File: src/rtl/cfu_pkg.sv
// constants and types for the control-flow instruction unit
package cfu_pkg;

  // ***************************************************
  // widths
  // ***************************************************
  localparam int PC_W  = 22;
  localparam int Z_W   = 16;
  localparam int EXT_W = 6;
  localparam int CYC_W = 3;

  // ***************************************************
  // status flag register bit positions
  // ***************************************************
  localparam int FLAG_C = 0;
  localparam int FLAG_Z = 1;
  localparam int FLAG_N = 2;
  localparam int FLAG_V = 3;
  localparam int FLAG_S = 4;
  localparam int FLAG_H = 5;
  localparam int FLAG_T = 6;
  localparam int FLAG_I = 7;
  localparam int SIGN_BIT = 7;
  localparam int HALF_BIT = 3;

  // ***************************************************
  // reset values, program counter steps, cycle counts
  // ***************************************************
  localparam logic [PC_W-1:0]  PC_RST   = 22'h000000;
  localparam logic [7:0]       FLAGS_RST = 8'h00;
  localparam logic [PC_W-1:0]  STEP_ONE = 22'h000001;
  localparam logic [PC_W-1:0]  STEP_SK1 = 22'h000002;
  localparam logic [PC_W-1:0]  STEP_SK2 = 22'h000003;
  localparam logic [CYC_W-1:0] CYC_ONE    = 3'h1;
  localparam logic [CYC_W-1:0] CYC_TWO    = 3'h2;
  localparam logic [CYC_W-1:0] CYC_THREE  = 3'h3;
  localparam logic [CYC_W-1:0] CYC_IND_CALL = 3'h2;
  localparam logic [CYC_W-1:0] CYC_EXT_CALL = 3'h3;

  // ***************************************************
  // operations handled by this unit
  // ***************************************************
  typedef enum logic [4:0] {
    CFU_INDIRECT_CALL, CFU_EXTENDED_INDIRECT_CALL,
    CFU_COMPARE_SKIP_EQUAL, CFU_COMPARE_REGISTERS,
    CFU_COMPARE_WITH_CARRY, CFU_COMPARE_IMMEDIATE,
    CFU_SKIP_REG_BIT_CLEAR, CFU_SKIP_REG_BIT_SET,
    CFU_SKIP_IO_BIT_CLEAR, CFU_SKIP_IO_BIT_SET,
    CFU_BRANCH_FLAG_SET, CFU_BRANCH_FLAG_CLEAR,
    CFU_BRANCH_EQUAL, CFU_BRANCH_NOT_EQUAL,
    CFU_BRANCH_CARRY_SET, CFU_BRANCH_CARRY_CLEAR,
    CFU_BRANCH_SAME_OR_HIGHER, CFU_BRANCH_LOWER,
    CFU_BRANCH_MINUS, CFU_BRANCH_PLUS,
    CFU_BRANCH_SIGNED_GE, CFU_BRANCH_SIGNED_LT,
    CFU_BRANCH_HALF_CARRY_SET, CFU_BRANCH_HALF_CARRY_CLEAR,
    CFU_BRANCH_TRANSFER_BIT_SET, CFU_BRANCH_TRANSFER_BIT_CLEAR,
    CFU_BRANCH_OVERFLOW_SET, CFU_BRANCH_OVERFLOW_CLEAR,
    CFU_BRANCH_IRQ_ENABLED, CFU_BRANCH_IRQ_DISABLED
  } cfu_op_t;

  // decoded instruction as handed over from program memory fetch
  typedef struct packed {
    cfu_op_t         op;
    logic [2:0]      bit_sel;   // flag or register/io bit number
    logic [6:0]      offset;    // signed relative branch offset
    logic [7:0]      imm;       // immediate compare operand
    logic [PC_W-1:0] pc;        // address of this instruction
    logic            next_two;  // following instruction is two words
  } cfu_req_t;

  // operands read from register file, io space and flag register
  typedef struct packed {
    logic [7:0]       rd;
    logic [7:0]       rr;
    logic [7:0]       io;
    logic [Z_W-1:0]   z;
    logic [EXT_W-1:0] ext_upper;
    logic [7:0]       flags;
  } cfu_opnd_t;

  typedef enum logic [1:0] {
    CFU_ST_IDLE = 2'b01,
    CFU_ST_RUN  = 2'b10
  } cfu_state_t;

endpackage

File: src/rtl/cfu_unit.sv
// control-flow and compare execution unit of an 8-bit core
`timescale 1ns/1ns
`default_nettype none

module cfu_unit (
  input  wire logic              clock,
  input  wire logic              rst,
  input  wire logic              clk_en,
  input  wire logic              req_valid,
  output logic                   req_ready,
  input  wire cfu_pkg::cfu_req_t req,
  input  wire cfu_pkg::cfu_opnd_t opnd,
  output logic                   done,
  output logic [cfu_pkg::PC_W-1:0] pc_next,
  output logic                   pc_jump,
  output logic [7:0]             flags_out,
  output logic                   flags_we
);

  // ***************************************************
  // hand-over timing
  // ***************************************************
  // a request is taken at a rising edge with req_valid and req_ready high;
  // pc_next, pc_jump and flags_out change at that same edge and then hold
  // until the next acceptance, so they can be read at any later cycle.
  // done pulses for one cycle once the instruction's cycle count has run:
  //   compare 1, branch 1 untaken or 2 taken, register skip 1/2/3,
  //   io skip 2/3/4, indirect call 2, extended indirect call 3.
  // req_ready is low while a multi-cycle instruction is still counting,
  // and low while clk_en is low, so the source simply holds its request.
  // the return address and stack traffic of the calls live elsewhere.

  // ***************************************************
  // helper functions
  // ***************************************************

  // subtraction flags shared by the three compare forms
  function automatic logic [7:0] cmp_flags(
    input logic [7:0] d,
    input logic [7:0] r,
    input logic       cin,
    input logic [7:0] s,
    input logic       chain_z
  );
    logic [7:0] res;
    logic [7:0] f;
    res = d - r - {7'h00, cin};
    f = s;
    // borrows out of bit 3 and bit 7 give half-carry and carry
    f[cfu_pkg::FLAG_H] = (~d[cfu_pkg::HALF_BIT] & r[cfu_pkg::HALF_BIT])
                       | (r[cfu_pkg::HALF_BIT] & res[cfu_pkg::HALF_BIT])
                       | (res[cfu_pkg::HALF_BIT] & ~d[cfu_pkg::HALF_BIT]);
    f[cfu_pkg::FLAG_C] = (~d[cfu_pkg::SIGN_BIT] & r[cfu_pkg::SIGN_BIT])
                       | (r[cfu_pkg::SIGN_BIT] & res[cfu_pkg::SIGN_BIT])
                       | (res[cfu_pkg::SIGN_BIT] & ~d[cfu_pkg::SIGN_BIT]);
    // overflow when the operands differ in sign and the result follows r
    f[cfu_pkg::FLAG_V] = (d[cfu_pkg::SIGN_BIT] & ~r[cfu_pkg::SIGN_BIT]
                          & ~res[cfu_pkg::SIGN_BIT])
                       | (~d[cfu_pkg::SIGN_BIT] & r[cfu_pkg::SIGN_BIT]
                          & res[cfu_pkg::SIGN_BIT]);
    f[cfu_pkg::FLAG_N] = res[cfu_pkg::SIGN_BIT];
    f[cfu_pkg::FLAG_S] = f[cfu_pkg::FLAG_N] ^ f[cfu_pkg::FLAG_V];
    // the carry form only keeps zero if it was already set
    f[cfu_pkg::FLAG_Z] = (res == 8'h00) & (~chain_z | s[cfu_pkg::FLAG_Z]);
    return f;
  endfunction

  // branch condition for every conditional branch form
  function automatic logic branch_taken(
    input cfu_pkg::cfu_op_t op,
    input logic [7:0]       s,
    input logic [2:0]       sel
  );
    logic t;
    t = 1'b0;
    case (op)
      cfu_pkg::CFU_BRANCH_FLAG_SET:   t = s[sel];
      cfu_pkg::CFU_BRANCH_FLAG_CLEAR: t = ~s[sel];
      cfu_pkg::CFU_BRANCH_EQUAL:      t = s[cfu_pkg::FLAG_Z];
      cfu_pkg::CFU_BRANCH_NOT_EQUAL:  t = ~s[cfu_pkg::FLAG_Z];
      cfu_pkg::CFU_BRANCH_CARRY_SET,
      cfu_pkg::CFU_BRANCH_LOWER:      t = s[cfu_pkg::FLAG_C];
      cfu_pkg::CFU_BRANCH_CARRY_CLEAR,
      cfu_pkg::CFU_BRANCH_SAME_OR_HIGHER: t = ~s[cfu_pkg::FLAG_C];
      cfu_pkg::CFU_BRANCH_MINUS:      t = s[cfu_pkg::FLAG_N];
      cfu_pkg::CFU_BRANCH_PLUS:       t = ~s[cfu_pkg::FLAG_N];
      // signed tests use n xor v, not the stored sign flag
      cfu_pkg::CFU_BRANCH_SIGNED_GE:
        t = ~(s[cfu_pkg::FLAG_N] ^ s[cfu_pkg::FLAG_V]);
      cfu_pkg::CFU_BRANCH_SIGNED_LT:
        t = s[cfu_pkg::FLAG_N] ^ s[cfu_pkg::FLAG_V];
      cfu_pkg::CFU_BRANCH_HALF_CARRY_SET:   t = s[cfu_pkg::FLAG_H];
      cfu_pkg::CFU_BRANCH_HALF_CARRY_CLEAR: t = ~s[cfu_pkg::FLAG_H];
      cfu_pkg::CFU_BRANCH_TRANSFER_BIT_SET:   t = s[cfu_pkg::FLAG_T];
      cfu_pkg::CFU_BRANCH_TRANSFER_BIT_CLEAR: t = ~s[cfu_pkg::FLAG_T];
      cfu_pkg::CFU_BRANCH_OVERFLOW_SET:   t = s[cfu_pkg::FLAG_V];
      cfu_pkg::CFU_BRANCH_OVERFLOW_CLEAR: t = ~s[cfu_pkg::FLAG_V];
      cfu_pkg::CFU_BRANCH_IRQ_ENABLED:  t = s[cfu_pkg::FLAG_I];
      cfu_pkg::CFU_BRANCH_IRQ_DISABLED: t = ~s[cfu_pkg::FLAG_I];
      // compares, skips and calls never branch here
      default: t = 1'b0;
    endcase
    return t;
  endfunction

  // ***************************************************
  // state
  // ***************************************************
  // remain counts the cycles still owed after the accepting edge
  cfu_pkg::cfu_state_t         state;
  logic [cfu_pkg::CYC_W-1:0]   remain;

  logic [cfu_pkg::PC_W-1:0]    next_pc;
  logic                        next_jump;
  logic [7:0]                  next_flags;
  logic                        next_we;
  logic [cfu_pkg::CYC_W-1:0]   next_cyc;

  logic                        accept;
  logic [cfu_pkg::PC_W-1:0]    pc_seq;
  logic [cfu_pkg::PC_W-1:0]    pc_skip;
  logic [cfu_pkg::PC_W-1:0]    pc_rel;
  logic [cfu_pkg::CYC_W-1:0]   skip_cyc;

  // new work only while idle; a frozen clock enable stalls the source
  assign req_ready = (state == cfu_pkg::CFU_ST_IDLE) & clk_en;
  assign accept    = req_valid & req_ready;

  // ***************************************************
  // target address arithmetic
  // ***************************************************

  // skip distance depends on the length of the skipped instruction
  assign pc_seq  = req.pc + cfu_pkg::STEP_ONE;
  assign pc_skip = req.pc + (req.next_two ? cfu_pkg::STEP_SK2
                                          : cfu_pkg::STEP_SK1);
  // offset is sign-extended; the sum wraps at the top of program space
  assign pc_rel  = req.pc + {{(cfu_pkg::PC_W-7){req.offset[6]}}, req.offset}
                 + cfu_pkg::STEP_ONE;
  assign skip_cyc = req.next_two ? cfu_pkg::CYC_THREE
                                 : cfu_pkg::CYC_TWO;

  // ***************************************************
  // per-instruction result
  // ***************************************************
  always_comb begin
    next_pc   = pc_seq;
    next_jump = 1'b0;
    next_flags = opnd.flags;
    next_we   = 1'b0;
    next_cyc  = cfu_pkg::CYC_ONE;
    case (req.op)
      // calls: target from the pointer, no flags touched
      cfu_pkg::CFU_INDIRECT_CALL: begin
        next_pc   = {{cfu_pkg::EXT_W{1'b0}}, opnd.z};
        next_jump = 1'b1;
        next_cyc  = cfu_pkg::CYC_IND_CALL;
      end
      cfu_pkg::CFU_EXTENDED_INDIRECT_CALL: begin
        next_pc   = {opnd.ext_upper, opnd.z};
        next_jump = 1'b1;
        next_cyc  = cfu_pkg::CYC_EXT_CALL;
      end
      // equal compare leaves the flags alone and may skip
      cfu_pkg::CFU_COMPARE_SKIP_EQUAL: begin
        if (opnd.rd == opnd.rr) begin
          next_pc   = pc_skip;
          next_jump = 1'b1;
          next_cyc  = skip_cyc;
        end
      end
      // compares: the difference itself is dropped, only flags kept
      cfu_pkg::CFU_COMPARE_REGISTERS: begin
        next_flags = cmp_flags(opnd.rd, opnd.rr, 1'b0,
                               opnd.flags, 1'b0);
        next_we   = 1'b1;
      end
      cfu_pkg::CFU_COMPARE_WITH_CARRY: begin
        next_flags = cmp_flags(opnd.rd, opnd.rr,
                               opnd.flags[cfu_pkg::FLAG_C],
                               opnd.flags, 1'b1);
        next_we   = 1'b1;
      end
      cfu_pkg::CFU_COMPARE_IMMEDIATE: begin
        next_flags = cmp_flags(opnd.rd, req.imm, 1'b0,
                               opnd.flags, 1'b0);
        next_we   = 1'b1;
      end
      cfu_pkg::CFU_SKIP_REG_BIT_CLEAR,
      cfu_pkg::CFU_SKIP_REG_BIT_SET: begin
        // polarity of the test follows the variant
        if (opnd.rr[req.bit_sel] ==
            (req.op == cfu_pkg::CFU_SKIP_REG_BIT_SET)) begin
          next_pc   = pc_skip;
          next_jump = 1'b1;
          next_cyc  = skip_cyc;
        end
      end
      cfu_pkg::CFU_SKIP_IO_BIT_CLEAR,
      cfu_pkg::CFU_SKIP_IO_BIT_SET: begin
        // io read costs one cycle more than a register test
        next_cyc = cfu_pkg::CYC_TWO;
        if (opnd.io[req.bit_sel] ==
            (req.op == cfu_pkg::CFU_SKIP_IO_BIT_SET)) begin
          next_pc   = pc_skip;
          next_jump = 1'b1;
          next_cyc  = skip_cyc + cfu_pkg::CYC_ONE;
        end
      end
      default: begin
        // every remaining operation is a conditional branch
        if (branch_taken(req.op, opnd.flags, req.bit_sel)) begin
          next_pc   = pc_rel;
          next_jump = 1'b1;
          next_cyc  = cfu_pkg::CYC_TWO;
        end
      end
    endcase
  end

  // ***************************************************
  // result registers
  // ***************************************************

  // results are captured at acceptance and held until the next one
  // a low clk_en keeps every result register as it is
  always_ff @(posedge clock or posedge rst) begin
    if (rst) begin
      pc_next   <= cfu_pkg::PC_RST;
      pc_jump   <= 1'b0;
      flags_out <= cfu_pkg::FLAGS_RST;
    end else if (clk_en && accept) begin
      pc_next   <= next_pc;
      pc_jump   <= next_jump;
      flags_out <= next_flags;   // flags pass unchanged unless compared
    end
  end

  // flag write strobe: one pulse, only for the compare forms
  always_ff @(posedge clock or posedge rst) begin
    if (rst) begin
      flags_we <= 1'b0;
    end else if (clk_en) begin
      flags_we <= accept & next_we;
    end
  end

  // ***************************************************
  // cycle sequencing
  // ***************************************************

  // done pulses once, the given number of cycles after acceptance
  // single-cycle work never leaves idle, so it runs back to back
  always_ff @(posedge clock or posedge rst) begin
    if (rst) begin
      state  <= cfu_pkg::CFU_ST_IDLE;
      remain <= cfu_pkg::CYC_ONE;
      done   <= 1'b0;
    end else if (clk_en) begin
      done <= 1'b0;
      case (state)
        cfu_pkg::CFU_ST_IDLE: begin
          if (accept) begin
            if (next_cyc == cfu_pkg::CYC_ONE) begin
              done <= 1'b1;
            end else begin
              remain <= next_cyc - cfu_pkg::CYC_ONE;
              state  <= cfu_pkg::CFU_ST_RUN;
            end
          end
        end
        cfu_pkg::CFU_ST_RUN: begin
          remain <= remain - cfu_pkg::CYC_ONE;
          if (remain == cfu_pkg::CYC_ONE) begin
            done  <= 1'b1;
            state <= cfu_pkg::CFU_ST_IDLE;
          end
        end
        default: begin
          state <= cfu_pkg::CFU_ST_IDLE;
        end
      endcase
    end
  end

endmodule

`default_nettype wire
File: config.mk
export PLATFORM = sky130hd
export DESIGN_NAME = cfu_unit
export DESIGN_NICKNAME = d
export VERILOG_FILES = /design/src/rtl/cfu_pkg.sv /design/src/rtl/cfu_unit.sv
export SDC_FILE = /design/constraint.sdc
export NUM_CORES = 1
export LEC_CHECK = 0
export BUFFER_PORTS_ARGS = -buffer_cell sky130_fd_sc_hd__buf_4
export CORE_MARGIN = 2
export CORE_UTILIZATION = 60
export CTS_CLUSTER_DIAMETER = 30
export DETAILED_ROUTE_END_ITERATION = 10
export PLACE_DENSITY = 0.89
export RECOVER_POWER = 25
export SYNTH_ARGS = -nofsm -noshare
export SYNTH_HDL_FRONTEND = slang
export SYNTH_SLANG_ARGS = --single-unit
File: constraint.sdc
create_clock -name clock -period 4.05 [get_ports clock]
set_input_delay 1.215 -clock clock [delete_from_list [all_inputs] [get_ports clock]]
set_output_delay 1.215 -clock clock [all_outputs]
set_load 0.03 [all_outputs]
==> run_summary.xml <==
<?xml version="1.0" encoding="UTF-8"?>
<metrics>
  <group name="run_status">
    <metric name="outcome" unit="">finished clean</metric>
  </group>
  <group name="setup_path">
    <metric name="crit_path_max_fanout" unit="">5</metric>
    <metric name="critPathBufInv" unit="">2</metric>
    <metric name="critical-path-top-delay-family" unit="">compound AO/OA/AOI/OAI gates</metric>
    <metric name="slowest_stage" unit="">fa_2</metric>
    <metric name="timing.critical_path.required" unit="ps">4280</metric>
    <metric name="crit_path_end_kind" unit="">flop</metric>
    <metric name="timing.critical_path.cells" unit="">buf_4 &gt; buf_4 &gt; ha_1 &gt; nor2b_1 &gt; o21a_1 &gt; o21ai_0 &gt; a21oi_1 &gt; or2_2 &gt; a21o_1 &gt; a21oi_2 &gt; fa_2 &gt; nor2b_1 &gt; a21oi_1 &gt; o22ai_1 &gt; a31oi_1 &gt; a21oi_1</metric>
    <metric name="worstPathArrival" unit="ps">4130</metric>
    <metric name="critical_path_max_stage_delay" unit="ps">500</metric>
    <metric name="critical_path_class" unit="">input port to flop</metric>
    <metric name="setup.worst_path.start_class" unit="">input port</metric>
    <metric name="timing.critical_path.mode_cell" unit="">a21oi_1</metric>
  </group>
  <group name="routing">
    <metric name="routed_vias_inst" unit="">6.58</metric>
    <metric name="drt_drc_violations_left" unit="">0</metric>
    <metric name="vias" unit="">6452</metric>
    <metric name="detailedRoute.firstIterationViolations" unit="">588</metric>
    <metric name="ant_nets" unit="">0</metric>
    <metric name="wl" unit="um">18700</metric>
    <metric name="wl_per_cell" unit="um">19.0</metric>
    <metric name="dr.pass1.iters" unit="">6</metric>
  </group>
  <group name="global_route">
    <metric name="track_usage" unit="%">37.8</metric>
    <metric name="grt_max_degree" unit="">26</metric>
    <metric name="grt_antenna_before_repair" unit="">0</metric>
    <metric name="wire_length_of_the_first_global_routing_pass" unit="um">30100</metric>
    <metric name="first_global_vias" unit="">6262</metric>
    <metric name="grt-ovfl-total" unit="">0</metric>
  </group>
  <group name="layout">
    <metric name="layoutNonFillerInstCount" unit="">981</metric>
    <metric name="num_antenna_cells" unit="">0</metric>
    <metric name="multi_input_area" unit="um^2">4230</metric>
    <metric name="finalNetCount" unit="">1034</metric>
    <metric name="area.sequential" unit="um^2">953</metric>
    <metric name="design_area" unit="um^2">6970</metric>
    <metric name="area_delta_synth_final" unit="%">27.8</metric>
    <metric name="drive_gt1_share" unit="%">23.6</metric>
    <metric name="fillCellCount" unit="">623</metric>
  </group>
  <group name="cts">
    <metric name="clock-sinks" unit="">38</metric>
    <metric name="clock_pin_slew_of_the_registers_on_the_worst_case_setup_and_hold_paths" unit="ps">90</metric>
    <metric name="cts_tree" unit="">built</metric>
    <metric name="post_cts_resize_count" unit="">0</metric>
    <metric name="cts-buffers-inserted" unit="">5</metric>
    <metric name="hold_fix_buffers_cts" unit="">0</metric>
    <metric name="cts.htree.levels" unit="">2</metric>
    <metric name="largest_buffer_count_on_any_clock_path" unit="">2</metric>
    <metric name="cell_at_the_root_of_the_clock_tree" unit="">clkbuf_8</metric>
    <metric name="cts_post_setup_buffers_inserted" unit="">0</metric>
    <metric name="worstSkewPairLatency" unit="ps">320</metric>
  </group>
  <group name="placement">
    <metric name="buffer_ports.inserted" unit="">137</metric>
    <metric name="routabilityCongestion" unit="">1.02</metric>
    <metric name="place.detailed.instances" unit="">973</metric>
    <metric name="place_area" unit="um^2">6850</metric>
    <metric name="place_ws" unit="ps">-196</metric>
    <metric name="detailedPlacementHpwl" unit="um">14900</metric>
  </group>
  <group name="timing">
    <metric name="final_worst_clock_skew" unit="ps">11.3</metric>
    <metric name="rsz0062_at_grt" unit="">false</metric>
    <metric name="hold_violations" unit="">0</metric>
    <metric name="final_max_slew_viol_count" unit="">0</metric>
    <metric name="worstMarginPinSlew" unit="ps">1060</metric>
    <metric name="finalSetupTns" unit="ps">0</metric>
    <metric name="final_min_period_over_clock_period" unit="%">96.3</metric>
    <metric name="achievable-frequency" unit="MHz">256</metric>
    <metric name="final-setup-viol-count" unit="">0</metric>
    <metric name="finalWorstSetupSlack" unit="ps">151</metric>
    <metric name="minimum_clock_period" unit="ps">3900</metric>
    <metric name="slew-limit-headroom" unit="%">29.1</metric>
  </group>
  <group name="floorplanning">
    <metric name="area_enclosed_by_the_die_boundary" unit="um^2">9870</metric>
    <metric name="dieWidth" unit="um">99.3</metric>
    <metric name="core-area" unit="um^2">8760</metric>
    <metric name="rows" unit="">34</metric>
    <metric name="effective_utilization_at_floorplan" unit="%">62.2</metric>
    <metric name="dieHeight" unit="um">99.3</metric>
    <metric name="io-pin-count" unit="">138</metric>
  </group>
  <group name="power_and_ir_drop">
    <metric name="powerDensity" unit="nW/um^2">396</metric>
    <metric name="total_leakage_power" unit="nW">3.15</metric>
    <metric name="post_layout_total_power" unit="W">0.00276</metric>
    <metric name="vdd_ir_drop_max" unit="mV">0.414</metric>
  </group>
  <group name="synthesis">
    <metric name="synth.ff_latch_count" unit="">38</metric>
    <metric name="synth_async_sr_flop_share" unit="%">100</metric>
    <metric name="yosys-top-cells-count" unit="">nor2_1, inv_1, a21oi_1</metric>
    <metric name="synth_warnings" unit="">0</metric>
    <metric name="netlist-cell-type-count" unit="">72</metric>
    <metric name="synth_fp_nets" unit="">878</metric>
    <metric name="postSynth.topFlopCell" unit="">dfrtp_1</metric>
    <metric name="ys_top_cells_by_area" unit="">dfrtp_1, ha_1, xnor2_1</metric>
    <metric name="synth_enable_flop_cells" unit="">0</metric>
    <metric name="synthesis.area" unit="um^2">5450</metric>
    <metric name="yosys.cell_count.top_type" unit="">nor2_1</metric>
    <metric name="syn_area_per_cell" unit="um^2">7.62</metric>
    <metric name="netlist_instances" unit="">716</metric>
    <metric name="synth.yosys.seq_area_share" unit="%">17.5</metric>
    <metric name="post-synth-top-area-cell" unit="">dfrtp_1</metric>
    <metric name="synth_top_cell_area_share" unit="%">16.5</metric>
  </group>
  <group name="flow_run">
    <metric name="maxCapViolCount" unit="">0</metric>
  </group>
  <group name="min_path">
    <metric name="hold_path.class" unit="">flop to flop</metric>
  </group>
</metrics>
## flip-flops by register name, indices dropped and copies added (netlist names)
register and flops:
remain 3, done 1, state 2, flags_we 1
pc_jump 1, flags_out 8, pc_next 22
## per-stage QoR
step                      hold slack (ps)  util [%]
after global placement                460      78.2
final                                 489      79.5
after floorplan                       477         -
after detailed placement              474      78.2
after global routing                  537      79.5
after CTS                             495      79.8
## worst register-to-register path, cell delays in order, from the launching register on
cell	delay (ps)
dfstp_2	540
ha_1	260
and2_1	180
nand2_1	600
a21oi_1	340
o21ai_0	120
a31oi_1	390
a21oi_1	130
## layout by cell type (no fill, tap or decap), types with 10 or more instances in the layout
| master | instances |
|---|---|
| inv_1 | 56 |
| xor2_1 | 13 |
| o22ai_1 | 10 |
| or3_1 | 14 |
| ha_1 | 50 |
| nand3_1 | 26 |
| buf_4 | 169 |
| a31oi_1 | 12 |
| mux2i_1 | 14 |
| nand2b_1 | 12 |
| xnor2_1 | 33 |
| nand2_1 | 50 |
| o21ai_0 | 43 |
| nor2b_1 | 15 |
| dfrtp_1 | 36 |
| nor2_1 | 73 |
| nand4_1 | 10 |
| a21oi_1 | 51 |
| a221oi_1 | 14 |
| nor3_1 | 12 |
## power by group
| group | switching (W) | internal (W) | total [W] | leakage, nW |
|---|---|---|---|---|
| Clock | 0.000173 | 0.000247 | 0.000421 | 0.0683 |
| Sequential | 0.000115 | 0.000565 | 0.000681 | 0.435 |
| Combinational | 0.000988 | 0.000671 | 0.00166 | 2.65 |
## metal layers
metal,routed length [um],up-vias,part of all wire [%],GRT usage (%)
met5,0,-,0,0
met4,670,0,3.6,16.1
met3,1990,77,11,6.68
met2,8400,457,45,59.9
met1,7600,2962,41,50.9
li1,-,2956,-,-
## final timing paths
path                       startpoint            to  slack [ps]  cells past startpoint
max                          opnd[47]  flags_out[3]         150                     16
min                           pc_jump       pc_jump         490                      2
max reg2reg                  state[0]   pc_next[15]        1360                      7
min reg2reg                   pc_jump       pc_jump         490                      2
max in group asynchronous         rst  flags_out[3]        1510                      3
min in group asynchronous         rst   pc_next[13]        1100                      2
## cells by family after synthesis
family | after synthesis | share of synthesized area (%)
simple gates | 250 | 22.8
buf+inv | 84 | 5.97
fa+ha+maj | 58 | 14.3
xor+xnor | 46 | 7.39
compound gates | 218 | 27.0
flops | 38 | 17.5
mux | 22 | 5.05
## layout make-up
class / instances / area share [%]
Inverter: 56 / 3.02
Tap cell: 108 / 1.94
Clock buffer: 5 / 0.987
Sequential cell: 38 / 13.7
Timing Repair Buffer: 177 / 18.7
Multi-Input combinational cell: 594 / 60.7
Clock inverter: 3 / 0.987
Power figures use the tool's default switching activity.
